<file path="src/inc/cbd_pkg.sv">
package cbd_pkg;
    // ****************************************
    // cache control register
    // ****************************************
    localparam logic [11:0] CTRL_INDEX = 12'h002; // control register number
    localparam logic [31:0] CTRL_RESET = 32'h00000000;
    localparam int CACHE_ON_BIT = 31;
    localparam int STORE_BUF_ON_BIT = 29;
    localparam int PUSH_KEEPS_VALID_BIT = 28;
    localparam int HALF_LOCK_BIT = 27;
    localparam int INV_ALL_BIT = 24;
    // writable bits: 31, 29, 28, 27, 24
    localparam logic [31:0] CTRL_WMASK = 32'hB9000000;

    // ****************************************
    // geometry
    // ****************************************
    localparam int WAYS = 4;
    localparam int SET_W = 7;
    localparam int SETS = 128;
    localparam int SB_DEPTH = 4;
    localparam int SB_PTR_W = 2;
    localparam int ADDR_W = 32;
    localparam int DATA_W = 32;
    localparam logic [SET_W-1:0] LAST_SET = 7'h7F;

    // ****************************************
    // external bus request kinds
    // ****************************************
    typedef enum logic [1:0] {
        BUS_NONE,
        BUS_PUSH,
        BUS_STORE,
        BUS_FILL
    } cbd_bus_kind_t;
endpackage

</file>
<file path="src/cbd_drain_lock.sv">
`timescale 1ns/1ps
module cbd_drain_lock (
    // clock and reset
    input wire logic clk,
    input wire logic rst_n,
    // control register move from core and debug unit
    input wire logic core_ctrl_wr,
    input wire logic dbg_ctrl_wr,
    input wire logic dbg_ctrl_rd,
    input wire logic [11:0] ctrl_index,
    input wire logic [31:0] ctrl_wdata,
    output logic [31:0] dbg_ctrl_rdata,
    // decoded control
    output logic cache_on,
    output logic store_buf_on,
    output logic push_keeps_valid,
    output logic half_lock,
    // core write request
    input wire logic wr_req,
    input wire logic wr_imprecise,
    input wire logic wr_inhibited,
    input wire logic [31:0] wr_addr,
    input wire logic [31:0] wr_data,
    output logic wr_stall,
    // fill, sync, push
    input wire logic fill_req,
    input wire logic sync_req,
    input wire logic push_load,
    input wire logic [31:0] push_addr,
    output logic fill_stall,
    output logic sync_stall,
    output logic push_busy,
    // allocation and state
    input wire logic alloc_req,
    input wire logic [3:0] set_valid,
    input wire logic hit_write,
    input wire logic hit_copyback,
    input wire logic line_push_instr,
    input wire logic line_modified,
    output logic [1:0] victim_way,
    output logic alloc_ok,
    output logic set_modified,
    output logic push_writeback,
    output logic push_invalidate,
    output logic inv_busy,
    output logic inv_clear,
    output logic [6:0] inv_set,
    // external bus
    input wire logic bus_free,
    input wire logic bus_done,
    output logic bus_req,
    output cbd_pkg::cbd_bus_kind_t bus_kind,
    output logic [31:0] bus_addr,
    output logic [31:0] bus_data
);
    // ****************************************
    // control register
    // ****************************************
    logic [31:0] ctrl_q, ctrl_d;
    logic ctrl_hit, ctrl_wr, inv_start, inv_done;
    logic [6:0] inv_set_q;
    logic inv_busy_q;
    assign ctrl_hit = (ctrl_index == cbd_pkg::CTRL_INDEX);
    assign ctrl_wr = ctrl_hit && (core_ctrl_wr || dbg_ctrl_wr);
    assign inv_start = ctrl_wr && ctrl_wdata[cbd_pkg::INV_ALL_BIT];
    assign inv_done = inv_busy_q && (inv_set_q == cbd_pkg::LAST_SET);
    always_comb begin
        ctrl_d = ctrl_q;
        if (ctrl_wr) begin
            ctrl_d = ctrl_wdata & cbd_pkg::CTRL_WMASK;
        end
        if (inv_done && !inv_start) begin
            ctrl_d[cbd_pkg::INV_ALL_BIT] = 1'b0;
        end
    end
    always_ff @(posedge clk or negedge rst_n) begin
        if (!rst_n) begin
            ctrl_q <= cbd_pkg::CTRL_RESET;
        end else begin
            ctrl_q <= ctrl_d;
        end
    end
    always_ff @(posedge clk or negedge rst_n) begin
        if (!rst_n) begin
            dbg_ctrl_rdata <= 32'h00000000;
        end else if (dbg_ctrl_rd && ctrl_hit) begin
            dbg_ctrl_rdata <= ctrl_q;
        end
    end
    assign cache_on = ctrl_q[cbd_pkg::CACHE_ON_BIT];
    assign store_buf_on = ctrl_q[cbd_pkg::STORE_BUF_ON_BIT];
    assign push_keeps_valid = ctrl_q[cbd_pkg::PUSH_KEEPS_VALID_BIT];
    assign half_lock = ctrl_q[cbd_pkg::HALF_LOCK_BIT];

    // ****************************************
    // invalidate all sequencer
    // ****************************************
    // walk every set
    always_ff @(posedge clk or negedge rst_n) begin
        if (!rst_n) begin
            inv_busy_q <= 1'b0;
            inv_set_q <= 7'h00;
        end else if (inv_start) begin
            inv_busy_q <= 1'b1;
            inv_set_q <= 7'h00;
        end else if (inv_busy_q) begin
            inv_busy_q <= !inv_done;
            inv_set_q <= inv_set_q + 7'h01;
        end
    end
    assign inv_busy = inv_busy_q;
    assign inv_clear = inv_busy_q;
    assign inv_set = inv_set_q;

    // ****************************************
    // store buffer
    // ****************************************
    logic [2:0] sb_cnt_q;
    logic [1:0] sb_wp_q, sb_rp_q;
    logic sb_full, sb_empty, sb_push, sb_pop, sb_use, direct_wr;
    logic [63:0] sb_rdata;
    logic push_valid_q;
    logic [31:0] push_addr_q;
    logic buffers_empty;
    assign sb_full = (sb_cnt_q == 3'(cbd_pkg::SB_DEPTH));
    assign sb_empty = (sb_cnt_q == 3'h0);
    // buffer only imprecise writes when enabled
    assign sb_use = store_buf_on && wr_imprecise;
    assign sb_push = wr_req && sb_use && !sb_full;
    assign direct_wr = wr_req && !sb_use;

    cbd_sb_mem u_sb_mem (
        .clk(clk),
        .wr_en(sb_push),
        .wr_idx(sb_wp_q),
        .wr_data({wr_addr, wr_data}),
        .rd_idx(sb_rp_q),
        .rd_data(sb_rdata)
    );

    // ****************************************
    // bus arbiter
    // ****************************************
    logic busy_q;
    cbd_pkg::cbd_bus_kind_t kind_q;
    logic [31:0] addr_q, data_q;
    logic sb_rd_ok_q;
    assign buffers_empty = sb_empty && !push_valid_q;
    // pop one entry per completed store cycle
    assign sb_pop = busy_q && bus_done && (kind_q == cbd_pkg::BUS_STORE);
    always_ff @(posedge clk or negedge rst_n) begin
        if (!rst_n) begin
            sb_cnt_q <= 3'h0;
            sb_wp_q <= 2'h0;
            sb_rp_q <= 2'h0;
        end else begin
            sb_cnt_q <= sb_cnt_q + 3'(sb_push) - 3'(sb_pop);
            sb_wp_q <= sb_wp_q + 2'(sb_push);
            sb_rp_q <= sb_rp_q + 2'(sb_pop);
        end
    end
    // read data valid one cycle after pointer settles
    always_ff @(posedge clk or negedge rst_n) begin
        if (!rst_n) begin
            sb_rd_ok_q <= 1'b0;
        end else begin
            sb_rd_ok_q <= !sb_empty && !sb_pop && !sb_push;
        end
    end
    // push buffer holds a displaced modified line
    always_ff @(posedge clk or negedge rst_n) begin
        if (!rst_n) begin
            push_valid_q <= 1'b0;
            push_addr_q <= 32'h00000000;
        end else if (push_load) begin
            push_valid_q <= 1'b1;
            push_addr_q <= push_addr;
        end else if (busy_q && bus_done && kind_q == cbd_pkg::BUS_PUSH) begin
            push_valid_q <= 1'b0;
        end
    end
    // start next cycle: push, stores in order, then fill
    always_ff @(posedge clk or negedge rst_n) begin
        if (!rst_n) begin
            busy_q <= 1'b0;
            kind_q <= cbd_pkg::BUS_NONE;
            addr_q <= 32'h00000000;
            data_q <= 32'h00000000;
        end else if (busy_q) begin
            if (bus_done) begin
                busy_q <= 1'b0;
                kind_q <= cbd_pkg::BUS_NONE;
            end
        end else if (bus_free) begin
            if (push_valid_q) begin
                busy_q <= 1'b1;
                kind_q <= cbd_pkg::BUS_PUSH;
                addr_q <= push_addr_q;
            end else if (sb_rd_ok_q && !sb_empty) begin
                busy_q <= 1'b1;
                kind_q <= cbd_pkg::BUS_STORE;
                addr_q <= sb_rdata[63:32];
                data_q <= sb_rdata[31:0];
            end else if (fill_req && buffers_empty && !inv_busy_q) begin
                busy_q <= 1'b1;
                kind_q <= cbd_pkg::BUS_FILL;
            end
        end
    end
    assign bus_req = busy_q;
    assign bus_kind = kind_q;
    assign bus_addr = addr_q;
    assign bus_data = data_q;
    assign push_busy = push_valid_q;

    // ****************************************
    // stalls
    // ****************************************
    // fill waits for drain
    assign fill_stall = fill_req && (!buffers_empty || inv_busy_q);
    // synchronising events wait for empty buffers
    assign sync_stall = sync_req && !buffers_empty;
    // full buffer or direct write holds pipeline; invalidate stalls access
    assign wr_stall = wr_req && ((sb_use && sb_full) || direct_wr || inv_busy_q);

    // ****************************************
    // allocation
    // ****************************************
    logic [1:0] rr_q, rr_d, low_inv, lock_pick;
    logic all_valid, lock_full;
    assign low_inv = !set_valid[0] ? 2'd0 : !set_valid[1] ? 2'd1 :
                     !set_valid[2] ? 2'd2 : 2'd3;
    assign all_valid = &set_valid;
    assign lock_full = set_valid[2] && set_valid[3];
    // locked choice among ways two and three
    assign lock_pick = !set_valid[2] ? 2'd2 : !set_valid[3] ? 2'd3 :
                       (rr_q[1] ? 2'd3 : 2'd2);
    // never ways zero or one under lock
    assign victim_way = half_lock ? lock_pick : (all_valid ? rr_q : low_inv);
    assign alloc_ok = alloc_req && cache_on && !inv_busy_q;
    always_comb begin
        rr_d = rr_q;
        if (alloc_ok && half_lock && lock_full) begin
            rr_d = rr_q ^ 2'h2; // modulo two step
        end else if (alloc_ok && !half_lock && all_valid) begin
            rr_d = rr_q + 2'h1; // modulo four step
        end
    end
    always_ff @(posedge clk or negedge rst_n) begin
        if (!rst_n) begin
            rr_q <= 2'h0;
        end else begin
            rr_q <= rr_d;
        end
    end
    // write hits update any way, copyback marks modified
    assign set_modified = cache_on && hit_write && hit_copyback;
    assign push_writeback = line_push_instr && line_modified;
    assign push_invalidate = line_push_instr && !push_keeps_valid;

    // ****************************************
    // checks
    // ****************************************
    a_lock_victim: assert property (@(posedge clk) disable iff (!rst_n)
        half_lock |-> victim_way[1]) else $error("locked way chosen");
    a_way2_first: assert property (@(posedge clk) disable iff (!rst_n)
        half_lock && !set_valid[2] |-> victim_way == 2'd2) else $error("way2 not first");
    a_low_invalid: assert property (@(posedge clk) disable iff (!rst_n)
        !half_lock && !set_valid[0] |-> victim_way == 2'd0) else $error("not lowest");
    a_fill_wait: assert property (@(posedge clk) disable iff (!rst_n)
        !busy_q && bus_free && fill_req && !buffers_empty |=> kind_q != cbd_pkg::BUS_FILL)
        else $error("fill before drain");
    a_sync_hold: assert property (@(posedge clk) disable iff (!rst_n)
        sync_req && push_valid_q |-> sync_stall) else $error("sync not held");
    a_reset_off: assert property (@(posedge clk) $rose(rst_n) |-> !cache_on)
        else $error("cache on after reset");
    a_resv_zero: assert property (@(posedge clk) disable iff (!rst_n)
        !ctrl_q[30]) else $error("reserved bit set");
    // walk busy for sets 0..127, then drops one edge later
    a_inv_clears: assert property (@(posedge clk) disable iff (!rst_n)
        inv_start |-> ##128 inv_busy_q ##1 !inv_busy_q) else $error("invalidate length wrong");
    a_precise_bypass: assert property (@(posedge clk) disable iff (!rst_n)
        wr_req && wr_inhibited && !wr_imprecise |-> !sb_push) else $error("precise buffered");
    a_push_first: assert property (@(posedge clk) disable iff (!rst_n)
        !busy_q && bus_free && push_valid_q |=> kind_q == cbd_pkg::BUS_PUSH)
        else $error("push not issued");
    c_store_drain: cover property (@(posedge clk) disable iff (!rst_n) sb_pop);
    c_fill_go: cover property (@(posedge clk) disable iff (!rst_n) kind_q == cbd_pkg::BUS_FILL);
    c_inv_end: cover property (@(posedge clk) disable iff (!rst_n) inv_done);
    c_sb_full: cover property (@(posedge clk) disable iff (!rst_n) sb_full);
endmodule // cbd_drain_lock

</file>
<file path="src/cbd_sb_mem.sv">
`timescale 1ns/1ps
// store buffer entry storage, registered read data
module cbd_sb_mem (
    // clock
    input wire logic clk,
    // write port
    input wire logic wr_en,
    input wire logic [cbd_pkg::SB_PTR_W-1:0] wr_idx,
    input wire logic [cbd_pkg::ADDR_W+cbd_pkg::DATA_W-1:0] wr_data,
    // read port
    input wire logic [cbd_pkg::SB_PTR_W-1:0] rd_idx,
    output logic [cbd_pkg::ADDR_W+cbd_pkg::DATA_W-1:0] rd_data
);
    logic [cbd_pkg::ADDR_W+cbd_pkg::DATA_W-1:0] mem_q [cbd_pkg::SB_DEPTH];

    // write and registered read
    always_ff @(posedge clk) begin
        if (wr_en) begin
            mem_q[wr_idx] <= wr_data;
        end
        rd_data <= mem_q[rd_idx];
    end
endmodule // cbd_sb_mem

</file>
<file path="config.mk">
export PLATFORM = sky130hd
export DESIGN_NAME = cbd_drain_lock
export DESIGN_NICKNAME = d
export VERILOG_FILES = /design/src/inc/cbd_pkg.sv /design/src/cbd_drain_lock.sv /design/src/cbd_sb_mem.sv
export SDC_FILE = /design/constraint.sdc
export NUM_CORES = 1
export LEC_CHECK = 0
export BUFFER_PORTS_ARGS = -buffer_cell sky130_fd_sc_hd__buf_2
export CAP_MARGIN = 5
export CORE_MARGIN = 4
export CORE_UTILIZATION = 60
export DETAILED_ROUTE_END_ITERATION = 10
export PLACE_DENSITY_LB_ADDON = 0.25
export SETUP_SLACK_MARGIN = 0.5
export SLEW_MARGIN = 15
export SYNTH_ARGS = -nofsm -noshare
export SYNTH_HDL_FRONTEND = slang
export SYNTH_HIERARCHICAL = 1
export SYNTH_SLANG_ARGS = --single-unit
</file>
<file path="constraint.sdc">
create_clock -name clk -period 9.1 [get_ports clk]
set_input_delay 1.82 -clock clk [delete_from_list [all_inputs] [get_ports clk]]
set_output_delay 1.82 -clock clk [all_outputs]
set_load 0.005 [all_outputs]
</file>
==> load_flow_metrics.sql, run 1 <==
INSERT INTO impl_metrics (metric_group, metric, value, unit) VALUES
('floorplan', 'coreArea', '26800', 'µm²'),
('clock_tree', 'max_h_tree_level', '2', ''),
('timing', 'setup_tns', '0', 'ps'),
('power', 'power.share.sequential', '52.5', '%'),
('clock_tree', 'cts.sinks', '448', ''),
('yosys', 'number_of_enable_type_register_cells_in_the_synthesized_netlist', '256', ''),
('power', 'lkg_pwr', '7.62', 'nW'),
('routing', 'vias_per_cell', '5.45', ''),
('global_route', 'wire_length_of_the_first_global_routing_pass', '46.9', 'mm'),
('floorplan', 'floorplan.rows', '60', ''),
('timing', 'worst_slew_pin_slew', '1060', 'ps'),
('power', 'power_switching_share', '24.1', '%'),
('clock_tree', 'postCtsSetupRepairBufs', '0', ''),
('yosys', 'yosys.area.top_type_share', '47.2', '%'),
('timing', 'setup_viol_count_final', '0', ''),
('placement', 'post-dp-hpwl', '17.6', 'mm'),
('global_route', 'globalRouteTotalUtil', '19.8', '%'),
('power', 'power.internal', '3.86', 'mW'),
('routing', 'vias', '8018', ''),
('placement', 'numPlacedInstances', '1391', ''),
('routing', 'first_pass_iters', '4', ''),
('yosys', 'async_reset_ff_share', '28.6', '%'),
('floorplan', 'die_area', '29900', 'µm²'),
('status', 'outcome', 'completed', ''),
('routing', 'detail-route-antenna-nets', '0', ''),
('setup_path', 'path_common_cell', 'sky130_fd_sc_hd__buf_2', ''),
('yosys', 'compound_cell_area_share_of_the_yosys_netlist', '2.09', '%'),
('final_layout', 'finalNetCount', '1263', ''),
('final_layout', 'filler_cell_count', '1733', ''),
('timing', 'upper_clock_frequency_limit', '0.232', 'GHz'),
('setup_path', 'library_cell_contributing_the_largest_single_delay_on_the_critical_path', 'sky130_fd_sc_hd__o21ai_0', ''),
('yosys', 'post_synth_xor_area_fraction', '0.645', '%'),
('clock_tree', 'root_buffer', 'sky130_fd_sc_hd__clkbuf_16', ''),
('timing', 'post-route-min-period', '4310', 'ps'),
('yosys', 'post_synth_mux_area_share', '15.9', '%'),
('setup_path', 'timing.rr.start', 'sb_cnt_q[1]', ''),
('timing', 'clock_skew', '19.4', 'ps'),
('final_layout', 'layout_commonest_cell', 'sky130_fd_sc_hd__edfxtp_1', ''),
('floorplan', 'die_y', '173', 'µm'),
('final_layout', 'post_route_cells_drive_above_1_share', '39.4', '%'),
('clock_tree', 'cts_buffers', '43', ''),
('clock_tree', 'cts_tree', 'built', ''),
('power', 'clockPowerShare', '32.9', '%'),
('final_layout', 'layoutNonFillerInstCount', '1472', ''),
('clock_tree', 'clk_path_buf_depth', '3', ''),
('global_route', 'globalRouteOverflowTotal', '0', ''),
('yosys', 'synth-seq-cells', '448', ''),
('clock_tree', 'clkTransAtPathRegs', '60', 'ps'),
('yosys', 'synthAdderAreaFrac', '0.507', '%'),
('yosys', 'ys_seq_area_share', '74.7', '%'),
('routing', 'routed_wl', '29.1', 'mm'),
('timing', 'setup_repair_after_global_routing_missed_its_margin', 'false', ''),
('setup_path', 'worst_path_dominant_cell_family', 'buffers and inverters', ''),
('setup_path', 'cp-start-kind', 'input pin', ''),
('yosys', 'synth_ff_type', 'sky130_fd_sc_hd__edfxtp_1', ''),
('floorplan', 'initial_core_util', '60.8', '%'),
('yosys', 'synth_simple_gate_area_share', '2.76', '%'),
('placement', 'port-buffer-count', '228', ''),
('clock_tree', 'postCtsResizedCells', '0', ''),
('setup_path', 'worstSetupEndpointType', 'output pin', ''),
('clock_tree', 'hold_buffers', '0', ''),
('setup_path', 'worst-endpoint-arrival', '2490', 'ps'),
('global_route', 'grt_antenna_before_repair', '5', ''),
('setup_path', 'criticalPathCategory', 'input pin to output pin', ''),
('setup_path', 'launch_point_of_the_critical_path', 'set_valid[3]', ''),
('routing', 'detailedRoute.firstIterationViolations', '486', ''),
('yosys', 'post_synth.cell_area_avg', '19.2', 'µm²'),
('setup_path', 'maximum_fanout_encountered_on_the_critical_timing_path', '5', ''),
('global_route', 'pin_count_of_the_biggest_net_entering_global_routing', '70', ''),
('run', 'drv_cap', '0', ''),
('power', 'switching_power', '1.22', 'mW');
final cells by class:
type | instances | area, µm² | area share (%)
Antenna cell | 1 | 2.50 | 0.0132
Clock buffer | 66 | 1260 | 6.68
Clock inverter | 14 | 104 | 0.549
Inverter | 9 | 33.8 | 0.179
Multi-Input combinational cell | 357 | 3690 | 19.5
Sequential cell | 448 | 12200 | 64.4
Tap cell | 341 | 427 | 2.26
Timing Repair Buffer | 236 | 1210 | 6.38
final timing paths:
path	to	slack, ps	cells past startpoint
min in group asynchronous	bus_addr[14]	1270	1
hold / removal	bus_data[29]	450	1
hold reg to reg	bus_data[29]	450	1
setup reg to reg	u_sb_mem/mem_q[1][21]	6630	6
max in group asynchronous	sb_rp_q[0]	6380	2
setup / recovery	victim_way[1]	4790	5
stage by stage:
step           worst slack (ps)  instance area (µm²)  power [mW]
4_1_cts                    4760                18900        5.15
3_3_place_gp               4800                17500        3.45
5_1_grt                    4740                18900        5.34
6_report                   4790                18900        5.08
2_1_floorplan              1640                16400        3.21
3_5_place_dp               4760                17500        3.47
registers in the layout, summed over array words and instances (netlist names):
register	count
u_sb_mem/mem_q	256
u_sb_mem/rd_data	64
bus_addr	32
bus_data	32
push_addr_q	32
inv_set	7
ctrl_q	5
dbg_ctrl_rdata	5
sb_cnt_q	3
bus_kind	2
rr_q	2
sb_rp_q	2
sb_wp_q	2
bus_req	1
inv_busy	1
push_busy	1
sb_rd_ok_q	1
synthesized netlist by cell type, drive strengths merged (4+ instances only):
library cell / count
edfxtp: 256
dfrtp: 128
mux2: 72
dfxtp: 64
mux4: 64
buf: 55
nand2: 42
o21ai: 40
mux2i: 33
nor2: 13
inv: 9
xor2: 8
clkbuf: 6
ha: 5
nand3: 5
nor2b: 4
xnor2: 4
cell families (layout without fill, tap and decap cells):
family / Yosys count / count (layout)
buffers and inverters: 70 / 325
and+or+nand+nor: 87 / 87
adders and majority gates: 6 / 6
xor gates and xnor gates: 12 / 12
AOI/OAI and AO/OA: 56 / 56
muxes: 169 / 169
DFF: 448 / 448
other: 1 / 28
per-layer routing:
| metal | part of all wire [%] | global-route usage (%) | wire length [µm] | up-vias |
|---|---|---|---|---|
| li1 | - | - | - | 3683 |
| met1 | 40 | 26.1 | 11800 | 4032 |
| met2 | 50 | 33.3 | 14700 | 252 |
| met3 | 7.7 | 6.06 | 2250 | 43 |
| met4 | 1.5 | 4.39 | 425 | 8 |
| met5 | 0.16 | 0 | 48 | - |
power groups by stage:
stage / registers [mW] / clock network, mW / logic, mW
3_3_place_gp: 2.71 / 0 / 0.734
2_1_floorplan: 2.59 / 0 / 0.624
3_5_place_dp: 2.72 / 0 / 0.755
6_report: 2.67 / 1.67 / 0.743
5_1_grt: 2.72 / 1.80 / 0.820
4_1_cts: 2.68 / 1.71 / 0.761
No activity file was read; power rests on OpenSTA's default activity.
==> run 2, diff against run 1 <==
--- a/config.mk
+++ b/config.mk
@@ -5,10 +5,11 @@
 export SDC_FILE = /design/constraint.sdc
 export NUM_CORES = 1
 export LEC_CHECK = 0
+export ABC_AREA = 1
 export BUFFER_PORTS_ARGS = -buffer_cell sky130_fd_sc_hd__buf_2
 export CAP_MARGIN = 5
 export CORE_MARGIN = 4
-export CORE_UTILIZATION = 60
+export CORE_UTILIZATION = 57
 export DETAILED_ROUTE_END_ITERATION = 10
 export PLACE_DENSITY_LB_ADDON = 0.25
 export SETUP_SLACK_MARGIN = 0.5
==> constraint.sdc (replaced) <==
create_clock -name clk -period 4.1 [get_ports clk]
set_input_delay 0.82 -clock clk [delete_from_list [all_inputs] [get_ports clk]]
set_output_delay 0.82 -clock clk [all_outputs]
set_load 0.005 [all_outputs]
==> run 2 against run 1 <==
First-iteration DRC count rose by 71%. Core utilization fell by 4.0 points. Die area rose by 17%. Highest routed layer unchanged.
==> load_flow_metrics.sql, run 2 <==
INSERT INTO impl_metrics (metric_group, metric, value, unit) VALUES
('yosys', 'async_reset_ff_share', '28.6', '%'),
('final_layout', 'post-route-cell-area', '20900', 'µm²'),
('timing', 'share_of_the_clock_period_used_by_the_worst_path_after_layout', '62.1', '%'),
('placement', 'port-buffer-count', '228', ''),
('routing', 'detail_route.drc_violations', '0', ''),
('final_layout', 'layoutNonFillerInstCount', '2464', ''),
('status', 'outcome', 'completed', ''),
('floorplan', 'floorplan.rows', '65', ''),
('floorplan', 'initial_core_util', '57.8', '%'),
('yosys', 'synthTopCellsByArea', 'sky130_fd_sc_hd__edfxtp_1, sky130_fd_sc_hd__dfrtp_1, sky130_fd_sc_hd__nand2_1', ''),
('final_layout', 'finalNetCount', '2189', ''),
('routing', 'first_pass_iters', '5', ''),
('hold_path', 'min-delay-path-class', 'flop to flop', ''),
('setup_path', 'timing.rr.start', 'push_busy', ''),
('setup_path', 'worstRegToRegCells', '7', ''),
('clock_tree', 'clkTransAtPathRegs', '60', 'ps'),
('yosys', 'synth-seq-cells', '448', ''),
('yosys', 'synth.most_common_cell', 'sky130_fd_sc_hd__nand2_1', ''),
('routing', 'detailedRoute.firstIterationViolations', '833', ''),
('routing', 'met2_length', '18.4', 'mm'),
('timing', 'setup_viol_count_final', '0', ''),
('timing', 'post-route-min-period', '2550', 'ps'),
('global_route', 'globalRouteOverflowTotal', '0', ''),
('setup_path', 'r2r_slack', '1700', 'ps'),
('clock_tree', 'cts_tree', 'built', ''),
('yosys', 'synth_ff_type', 'sky130_fd_sc_hd__edfxtp_1', ''),
('timing', 'worst_slew_pin_slew', '1060', 'ps'),
('routing', 'maxUsedRoutingLayer', 'met5', ''),
('setup_path', 'max_stage_delay', '640', 'ps'),
('yosys', 'ys_seq_area_share', '67.0', '%'),
('final_layout', 'largest_registers', 'u_sb_mem/mem_q: 256 flops, u_sb_mem/rd_data: 64 flops', ''),
('setup_path', 'maximum_fanout_encountered_on_the_critical_timing_path', '14', ''),
('routing', 'm1WireLength', '16.1', 'mm'),
('global_route', 'pin_count_of_the_biggest_net_entering_global_routing', '109', ''),
('hold_path', 'min-delay-start', 'u_sb_mem/rd_data[16]', ''),
('final_layout', 'postLayoutCoreUtil', '66.5', '%'),
('yosys', 'post_synth.cell_area_avg', '10.1', 'µm²'),
('setup_path', 'library_cell_contributing_the_largest_single_delay_on_the_critical_path', 'sky130_fd_sc_hd__dfrtp_1', ''),
('global_route', 'globalRouteTotalUtil', '21.5', '%'),
('clock_tree', 'postCtsSetupRepairBufs', '0', ''),
('placement', 'numPlacedInstances', '2376', ''),
('clock_tree', 'max_h_tree_level', '2', ''),
('hold_path', 'hold_end', 'bus_data[16]', ''),
('clock_tree', 'postCtsResizedCells', '0', ''),
('final_layout', 'top_register', 'u_sb_mem/mem_q', ''),
('floorplan', 'io_pins', '284', ''),
('yosys', 'number_of_enable_type_register_cells_in_the_synthesized_netlist', '256', ''),
('timing', 'timing.max_slew.rel_slack', '29.0', '%'),
('yosys', 'synth_warnings', '6', ''),
('routing', 'detailroute.wirelength.met3', '2.75', 'mm'),
('setup_path', 'criticalPathCategory', 'flop to output pin', ''),
('clock_tree', 'root_buffer', 'sky130_fd_sc_hd__clkbuf_16', ''),
('clock_tree', 'cts_buffers', '45', ''),
('routing', 'route.detailed.wl_per_inst', '15.4', 'µm'),
('final_layout', 'area_growth', '15.1', '%'),
('timing', 'drv_slew', '0', ''),
('setup_path', 'worstSetupEndpointType', 'output pin', ''),
('power', 'p_per_area', '560', 'nW/µm²'),
('timing', 'clock_skew', '23.2', 'ps'),
('setup_path', 'cp-start-kind', 'flop', ''),
('setup_path', 'rr_endpoint', 'bus_addr[6]', ''),
('setup_path', 'crit_path_cell_trace', 'inv_1 -> nand3_1 -> inv_1 -> buf_2', ''),
('timing', 'setup_repair_after_global_routing_missed_its_margin', 'false', ''),
('global_route', 'wire_length_of_the_first_global_routing_pass', '61.1', 'mm'),
('final_layout', 'final_cell_mix', 'sky130_fd_sc_hd__nand2_1, sky130_fd_sc_hd__inv_1, sky130_fd_sc_hd__edfxtp_1', ''),
('routing', 'vias_per_cell', '4.91', ''),
('clock_tree', 'hold_buffers', '0', ''),
('power', 'irDropWorstVdd', '0.000411', 'V'),
('final_layout', 'layout_commonest_cell', 'sky130_fd_sc_hd__nand2_1', ''),
('clock_tree', 'clk_path_buf_depth', '3', ''),
('setup_path', 'path_common_cell', 'sky130_fd_sc_hd__inv_1', ''),
('placement', 'placedInstanceArea', '19500', 'µm²'),
('timing', 'setup_tns', '0', 'ps'),
('floorplan', 'coreArea', '31500', 'µm²'),
('yosys', 'syn-cell-area', '18200', 'µm²'),
('routing', 'vias', '12100', ''),
('routing', 'routed_wl', '38.0', 'mm'),
('yosys', 'synth_cell_type_count', '35', ''),
('timing', 'hold_violations', '0', ''),
('routing', 'detail-route-antenna-nets', '0', ''),
('power', 'lkg_pwr', '10.2', 'nW'),
('floorplan', 'die_area', '34800', 'µm²'),
('yosys', 'synth_common_cells', 'sky130_fd_sc_hd__nand2_1, sky130_fd_sc_hd__inv_1, sky130_fd_sc_hd__edfxtp_1, sky130_fd_sc_hd__nand3_1, sky130_fd_sc_hd__dfrtp_1', ''),
('final_layout', 'post_route_cells_drive_above_1_share', '17.5', '%'),
('floorplan', 'chipWidth', '187', 'µm'),
('global_route', 'grt_pass1_vias', '12100', ''),
('clock_tree', 'cts.sinks', '448', ''),
('placement', 'gp_routability_congestion', '0.789', ''),
('floorplan', 'die_y', '187', 'µm'),
('setup_path', 'cp_data_required_time', '3280', 'ps'),
('setup_path', 'worst-endpoint-arrival', '1730', 'ps'),
('hold_path', 'timing.hold.worst_path_depth', '2', ''),
('yosys', 'yosys.area.top_type_share', '42.3', '%'),
('final_layout', 'max_ffs_per_register', '256', ''),
('yosys', 'yosysTopAreaCell', 'sky130_fd_sc_hd__edfxtp_1', ''),
('clock_tree', 'clk_latency', '540', 'ps'),
('run', 'drv_cap', '0', ''),
('timing', 'upper_clock_frequency_limit', '0.392', 'GHz'),
('global_route', 'grt_antenna_before_repair', '11', ''),
('yosys', 'post_synth_inst_count', '1802', ''),
('placement', 'post-dp-hpwl', '22.6', 'mm'),
('power', 'total_power', '11.7', 'mW');
==> run 2: changes by cell type after synthesis, moves of 9 or more <==
cell / delta
sky130_fd_sc_hd__nand2_1: +527
sky130_fd_sc_hd__inv_1: +359
sky130_fd_sc_hd__nand3_1: +143
sky130_fd_sc_hd__mux2_2: -72
sky130_fd_sc_hd__mux4_2: -60
sky130_fd_sc_hd__mux2i_1: -33
sky130_fd_sc_hd__o21ai_2: +32
sky130_fd_sc_hd__clkbuf_1: +14
sky130_fd_sc_hd__nor2_1: +14
sky130_fd_sc_hd__buf_2: +11
sky130_fd_sc_hd__buf_6: +10
sky130_fd_sc_hd__o21a_1: +10
sky130_fd_sc_hd__o21ai_0: +10
sky130_fd_sc_hd__buf_4: +9
==> run 2: cell families (layout without fill, tap and decap cells) <==
group,Yosys count,in the layout,share of synthesized area (%)
compound gates,108,108,3.95
xor+xnor,6,6,0.289
other cells,1,32,0.0206
flops,448,448,67.0
buf+inv,469,698,11.2
fa+ha+maj,6,6,0.454
simple gates,764,764,17.1
==> run 2: area by class of cell <==
cell class | count | area (µm²)
Antenna cell | 5 | 12.5
Clock buffer | 70 | 1320
Clock inverter | 13 | 100
Fill cell | 2419 | 10500
Inverter | 372 | 1400
Multi-Input combinational cell | 911 | 4120
Sequential cell | 448 | 12200
Tap cell | 402 | 503
Timing Repair Buffer | 243 | 1310
==> run 2: power by group <==
group          leakage, nW  internal [mW]  total [mW]  switching [mW]
clock network        0.694           2.27        3.88            1.61
logic                 5.12          0.759        2.05            1.30
registers             4.43           5.42        5.79           0.369
total                 10.2           8.45        11.7            3.28
==> run 2: how the worst max path moves through the flow <==
stage	start	endpoint	slack, ps	cells after the start
2_1_floorplan	wr_imprecise	u_sb_mem/mem_q[0][0]	-220	4
3_3_place_gp	wr_imprecise	sb_cnt_q[2]	1550	10
3_5_place_dp	wr_imprecise	sb_cnt_q[2]	1580	10
4_1_cts	inv_busy	alloc_ok	1500	4
5_1_grt	inv_busy	alloc_ok	1430	4
6_report	inv_busy	alloc_ok	1550	4
==> run 2: critical path, delay by kind of cell (launching register included) <==
| kind | cells | cell delay (ps) |
|---|---|---|
| buffers and inverters | 3 | 390 |
| DFF | 1 | 640 |
| and+or+nand+nor | 1 | 170 |
==> run 2: per-layer routing <==
| metal | GRT usage [%] | up-vias |
|---|---|---|
| li1 | - | 5955 |
| met1 | 28.1 | 5727 |
| met2 | 36.3 | 351 |
| met3 | 5.27 | 57 |
| met4 | 6.17 | 12 |
| met5 | 0 | - |
==> run 2: metrics by stage <==
step | setup WS [ps] | hold slack (ps)
6_report | 1550 | 434
5_1_grt | 1430 | 458
4_1_cts | 1500 | 437
3_5_place_dp | 1580 | 428
3_3_place_gp | 1550 | 427
2_1_floorplan | -225 | 422
==> run 3, diff against run 2 <==
--- a/config.mk
+++ b/config.mk
@@ -5,11 +5,11 @@
 export SDC_FILE = /design/constraint.sdc
 export NUM_CORES = 1
 export LEC_CHECK = 0
-export ABC_AREA = 1
+export ABC_AREA = 0
 export BUFFER_PORTS_ARGS = -buffer_cell sky130_fd_sc_hd__buf_2
 export CAP_MARGIN = 5
 export CORE_MARGIN = 4
-export CORE_UTILIZATION = 57
+export CORE_UTILIZATION = 50
 export DETAILED_ROUTE_END_ITERATION = 10
 export PLACE_DENSITY_LB_ADDON = 0.25
 export SETUP_SLACK_MARGIN = 0.5
==> constraint.sdc (replaced) <==
create_clock -name clk -period 2.3 [get_ports clk]
set_input_delay 0.46 -clock clk [delete_from_list [all_inputs] [get_ports clk]]
set_output_delay 0.46 -clock clk [all_outputs]
set_load 0.005 [all_outputs]
==> run 3 against run 2 <==
Count of clock-buffer cells in the layout fell by 10. Critical endpoint is now fill_stall. Worst hold slack got worse by 300 ps. Clock power rose by 88%.
==> load_flow_metrics.sql, run 3 (synthesis results as in run 1) <==
INSERT INTO impl_metrics (metric_group, metric, value, unit) VALUES
('final_layout', 'max_ffs_per_register', '256', ''),
('setup_path', 'maximum_fanout_encountered_on_the_critical_timing_path', '4', ''),
('clock_tree', 'clkTransAtPathRegs', '70', 'ps'),
('placement', 'port-buffer-count', '228', ''),
('timing', 'upper_clock_frequency_limit', '0.472', 'GHz'),
('final_layout', 'largest_registers', 'u_sb_mem/mem_q: 256 flops, u_sb_mem/rd_data: 64 flops', ''),
('power', 'total_power', '21.7', 'mW'),
('final_layout', 'layout_commonest_cell', 'sky130_fd_sc_hd__edfxtp_1', ''),
('timing', 'hold_violations', '0', ''),
('power', 'power_switching_share', '24.5', '%'),
('final_layout', 'finalNetCount', '1364', ''),
('run', 'drv_cap', '0', ''),
('timing', 'share_of_the_clock_period_used_by_the_worst_path_after_layout', '92.1', '%'),
('global_route', 'pin_count_of_the_biggest_net_entering_global_routing', '65', ''),
('clock_tree', 'max_h_tree_level', '2', ''),
('timing', 'setup_repair_after_global_routing_missed_its_margin', 'true', ''),
('final_layout', 'area_growth', '29.7', '%'),
('power', 'clockPowerShare', '33.7', '%'),
('timing', 'worst_hold_margin', '136', 'ps'),
('timing', 'setup_viol_count_final', '0', ''),
('routing', 'routed_wl', '36.8', 'mm'),
('timing', 'clock_skew', '18.1', 'ps'),
('timing', 'drv_slew', '0', ''),
('timing', 'setup_tns', '0', 'ps'),
('power', 'lkg_pwr', '8.68', 'nW'),
('setup_path', 'cp-start-kind', 'flop', ''),
('hold_path', 'min-delay-path-class', 'input pin to flop', ''),
('power', 'power.internal', '16.4', 'mW'),
('power', 'irDropWorstVdd', '0.000730', 'V'),
('power', 'power.share.sequential', '48.0', '%'),
('timing', 'post-route-min-period', '2120', 'ps'),
('floorplan', 'initial_core_util', '51.1', '%'),
('placement', 'gp_routability_congestion', '0.720', ''),
('global_route', 'grt_pass1_vias', '8540', ''),
('final_layout', 'antenna_cells', '0', ''),
('placement', 'placedInstanceArea', '17900', 'µm²'),
('clock_tree', 'cts_buffers', '44', ''),
('floorplan', 'die_y', '189', 'µm'),
('power', 'p_per_area', '1030', 'nW/µm²'),
('status', 'outcome', 'completed', ''),
('setup_path', 'worstSetupEndpointType', 'output pin', ''),
('routing', 'vias', '8650', ''),
('final_layout', 'post-route-cell-area', '21100', 'µm²'),
('clock_tree', 'clk_path_buf_depth', '3', ''),
('final_layout', 'post_route_cells_drive_above_1_share', '46.3', '%'),
('placement', 'numPlacedInstances', '1498', ''),
('power', 'switching_power', '5.32', 'mW'),
('floorplan', 'chipWidth', '189', 'µm'),
('floorplan', 'die_area', '35500', 'µm²'),
('clock_tree', 'clk_latency', '540', 'ps'),
('routing', 'detailedRoute.firstIterationViolations', '396', ''),
('final_layout', 'layoutNonFillerInstCount', '1667', ''),
('routing', 'route.detailed.wl_per_inst', '22.0', 'µm'),
('setup_path', 'worst-endpoint-arrival', '1660', 'ps'),
('global_route', 'globalRouteTotalUtil', '17.3', '%'),
('clock_tree', 'root_buffer', 'sky130_fd_sc_hd__clkbuf_16', ''),
('timing', 'setup_ws', '182', 'ps'),
('floorplan', 'coreArea', '31900', 'µm²'),
('placement', 'post-dp-hpwl', '19.1', 'mm'),
('global_route', 'globalRouteOverflowTotal', '0', ''),
('global_route', 'grt_antenna_before_repair', '6', ''),
('final_layout', 'postLayoutCoreUtil', '66.3', '%'),
('final_layout', 'top_register', 'u_sb_mem/mem_q', ''),
('floorplan', 'io_pins', '284', ''),
('clock_tree', 'cts_tree', 'built', ''),
('routing', 'detail_route.drc_violations', '0', ''),
('global_route', 'wire_length_of_the_first_global_routing_pass', '48.5', 'mm'),
('setup_path', 'cp_data_required_time', '1840', 'ps'),
('routing', 'detail-route-antenna-nets', '0', ''),
('final_layout', 'final_cell_mix', 'sky130_fd_sc_hd__edfxtp_1, sky130_fd_sc_hd__buf_2, sky130_fd_sc_hd__dfrtp_1', ''),
('power', 'share_comb_of_total_power', '18.3', '%'),
('routing', 'vias_per_cell', '5.19', ''),
('clock_tree', 'cts.sinks', '448', ''),
('placement', 'place_worst_setup_slack', '181', 'ps'),
('floorplan', 'floorplan.rows', '65', ''),
('routing', 'first_pass_iters', '4', ''),
('setup_path', 'criticalPathCategory', 'flop to output pin', '');
==> run 3: worst paths after layout <==
| check | endpoint | cells after the start | from | slack, ps |
|---|---|---|---|---|
| max | fill_stall | 3 | sb_cnt_q[0] | 180 |
| min | u_sb_mem/mem_q[1][27] | 1 | wr_data[27] | 140 |
| max reg2reg | sb_cnt_q[2] | 11 | sb_cnt_q[1] | 260 |
| min reg2reg | bus_data[5] | 1 | u_sb_mem/rd_data[5] | 460 |
| max in group asynchronous | push_addr_q[23] | 3 | rst_n | 1270 |
| min in group asynchronous | bus_data[3] | 2 | rst_n | 430 |
==> run 3: layer usage <==
metal / vias to the layer above / share of wire, % / track usage (%)
li1: 3897 / - / -
met1: 4410 / 42 / 23.7
met2: 275 / 48 / 28.8
met3: 56 / 7.5 / 4.30
met4: 12 / 1.7 / 3.64
met5: - / 0.21 / 0
==> run 3: final cells by class <==
cell class / count / area, µm²
inverters: 9 / 36.3
fillers: 2212 / 10800
clock inverters: 22 / 256
clock buffers: 60 / 1230
repair buffers: 336 / 2950
multi-input cells: 357 / 3920
well taps: 435 / 544
flip-flops and latches: 448 / 12200
==> run 3: worst max-delay path, stage by stage, from the launching register on <==
cell	delay [ps]
sky130_fd_sc_hd__dfrtp_2	440
sky130_fd_sc_hd__or3_4	340
sky130_fd_sc_hd__o31a_1	230
sky130_fd_sc_hd__buf_2	120
==> run 3: timing repair <==
action	CTS	global route
setup endpoints to repair	145	333
gates resized for setup	30	78
gates cloned	4	39
hold buffers	1	0
hold endpoints to repair	43	0
setup buffers	21	22
pin swaps	11	9
==> run 3: power by group through the flow <==
stage	registers, mW	clock network [mW]	logic (mW)
after floorplan	10.2	0	2.49
after global placement	10.6	0	3.30
after detailed placement	10.6	0	3.36
after CTS	10.4	7.47	3.57
after global routing	10.5	7.81	4.31
final	10.4	7.31	3.96
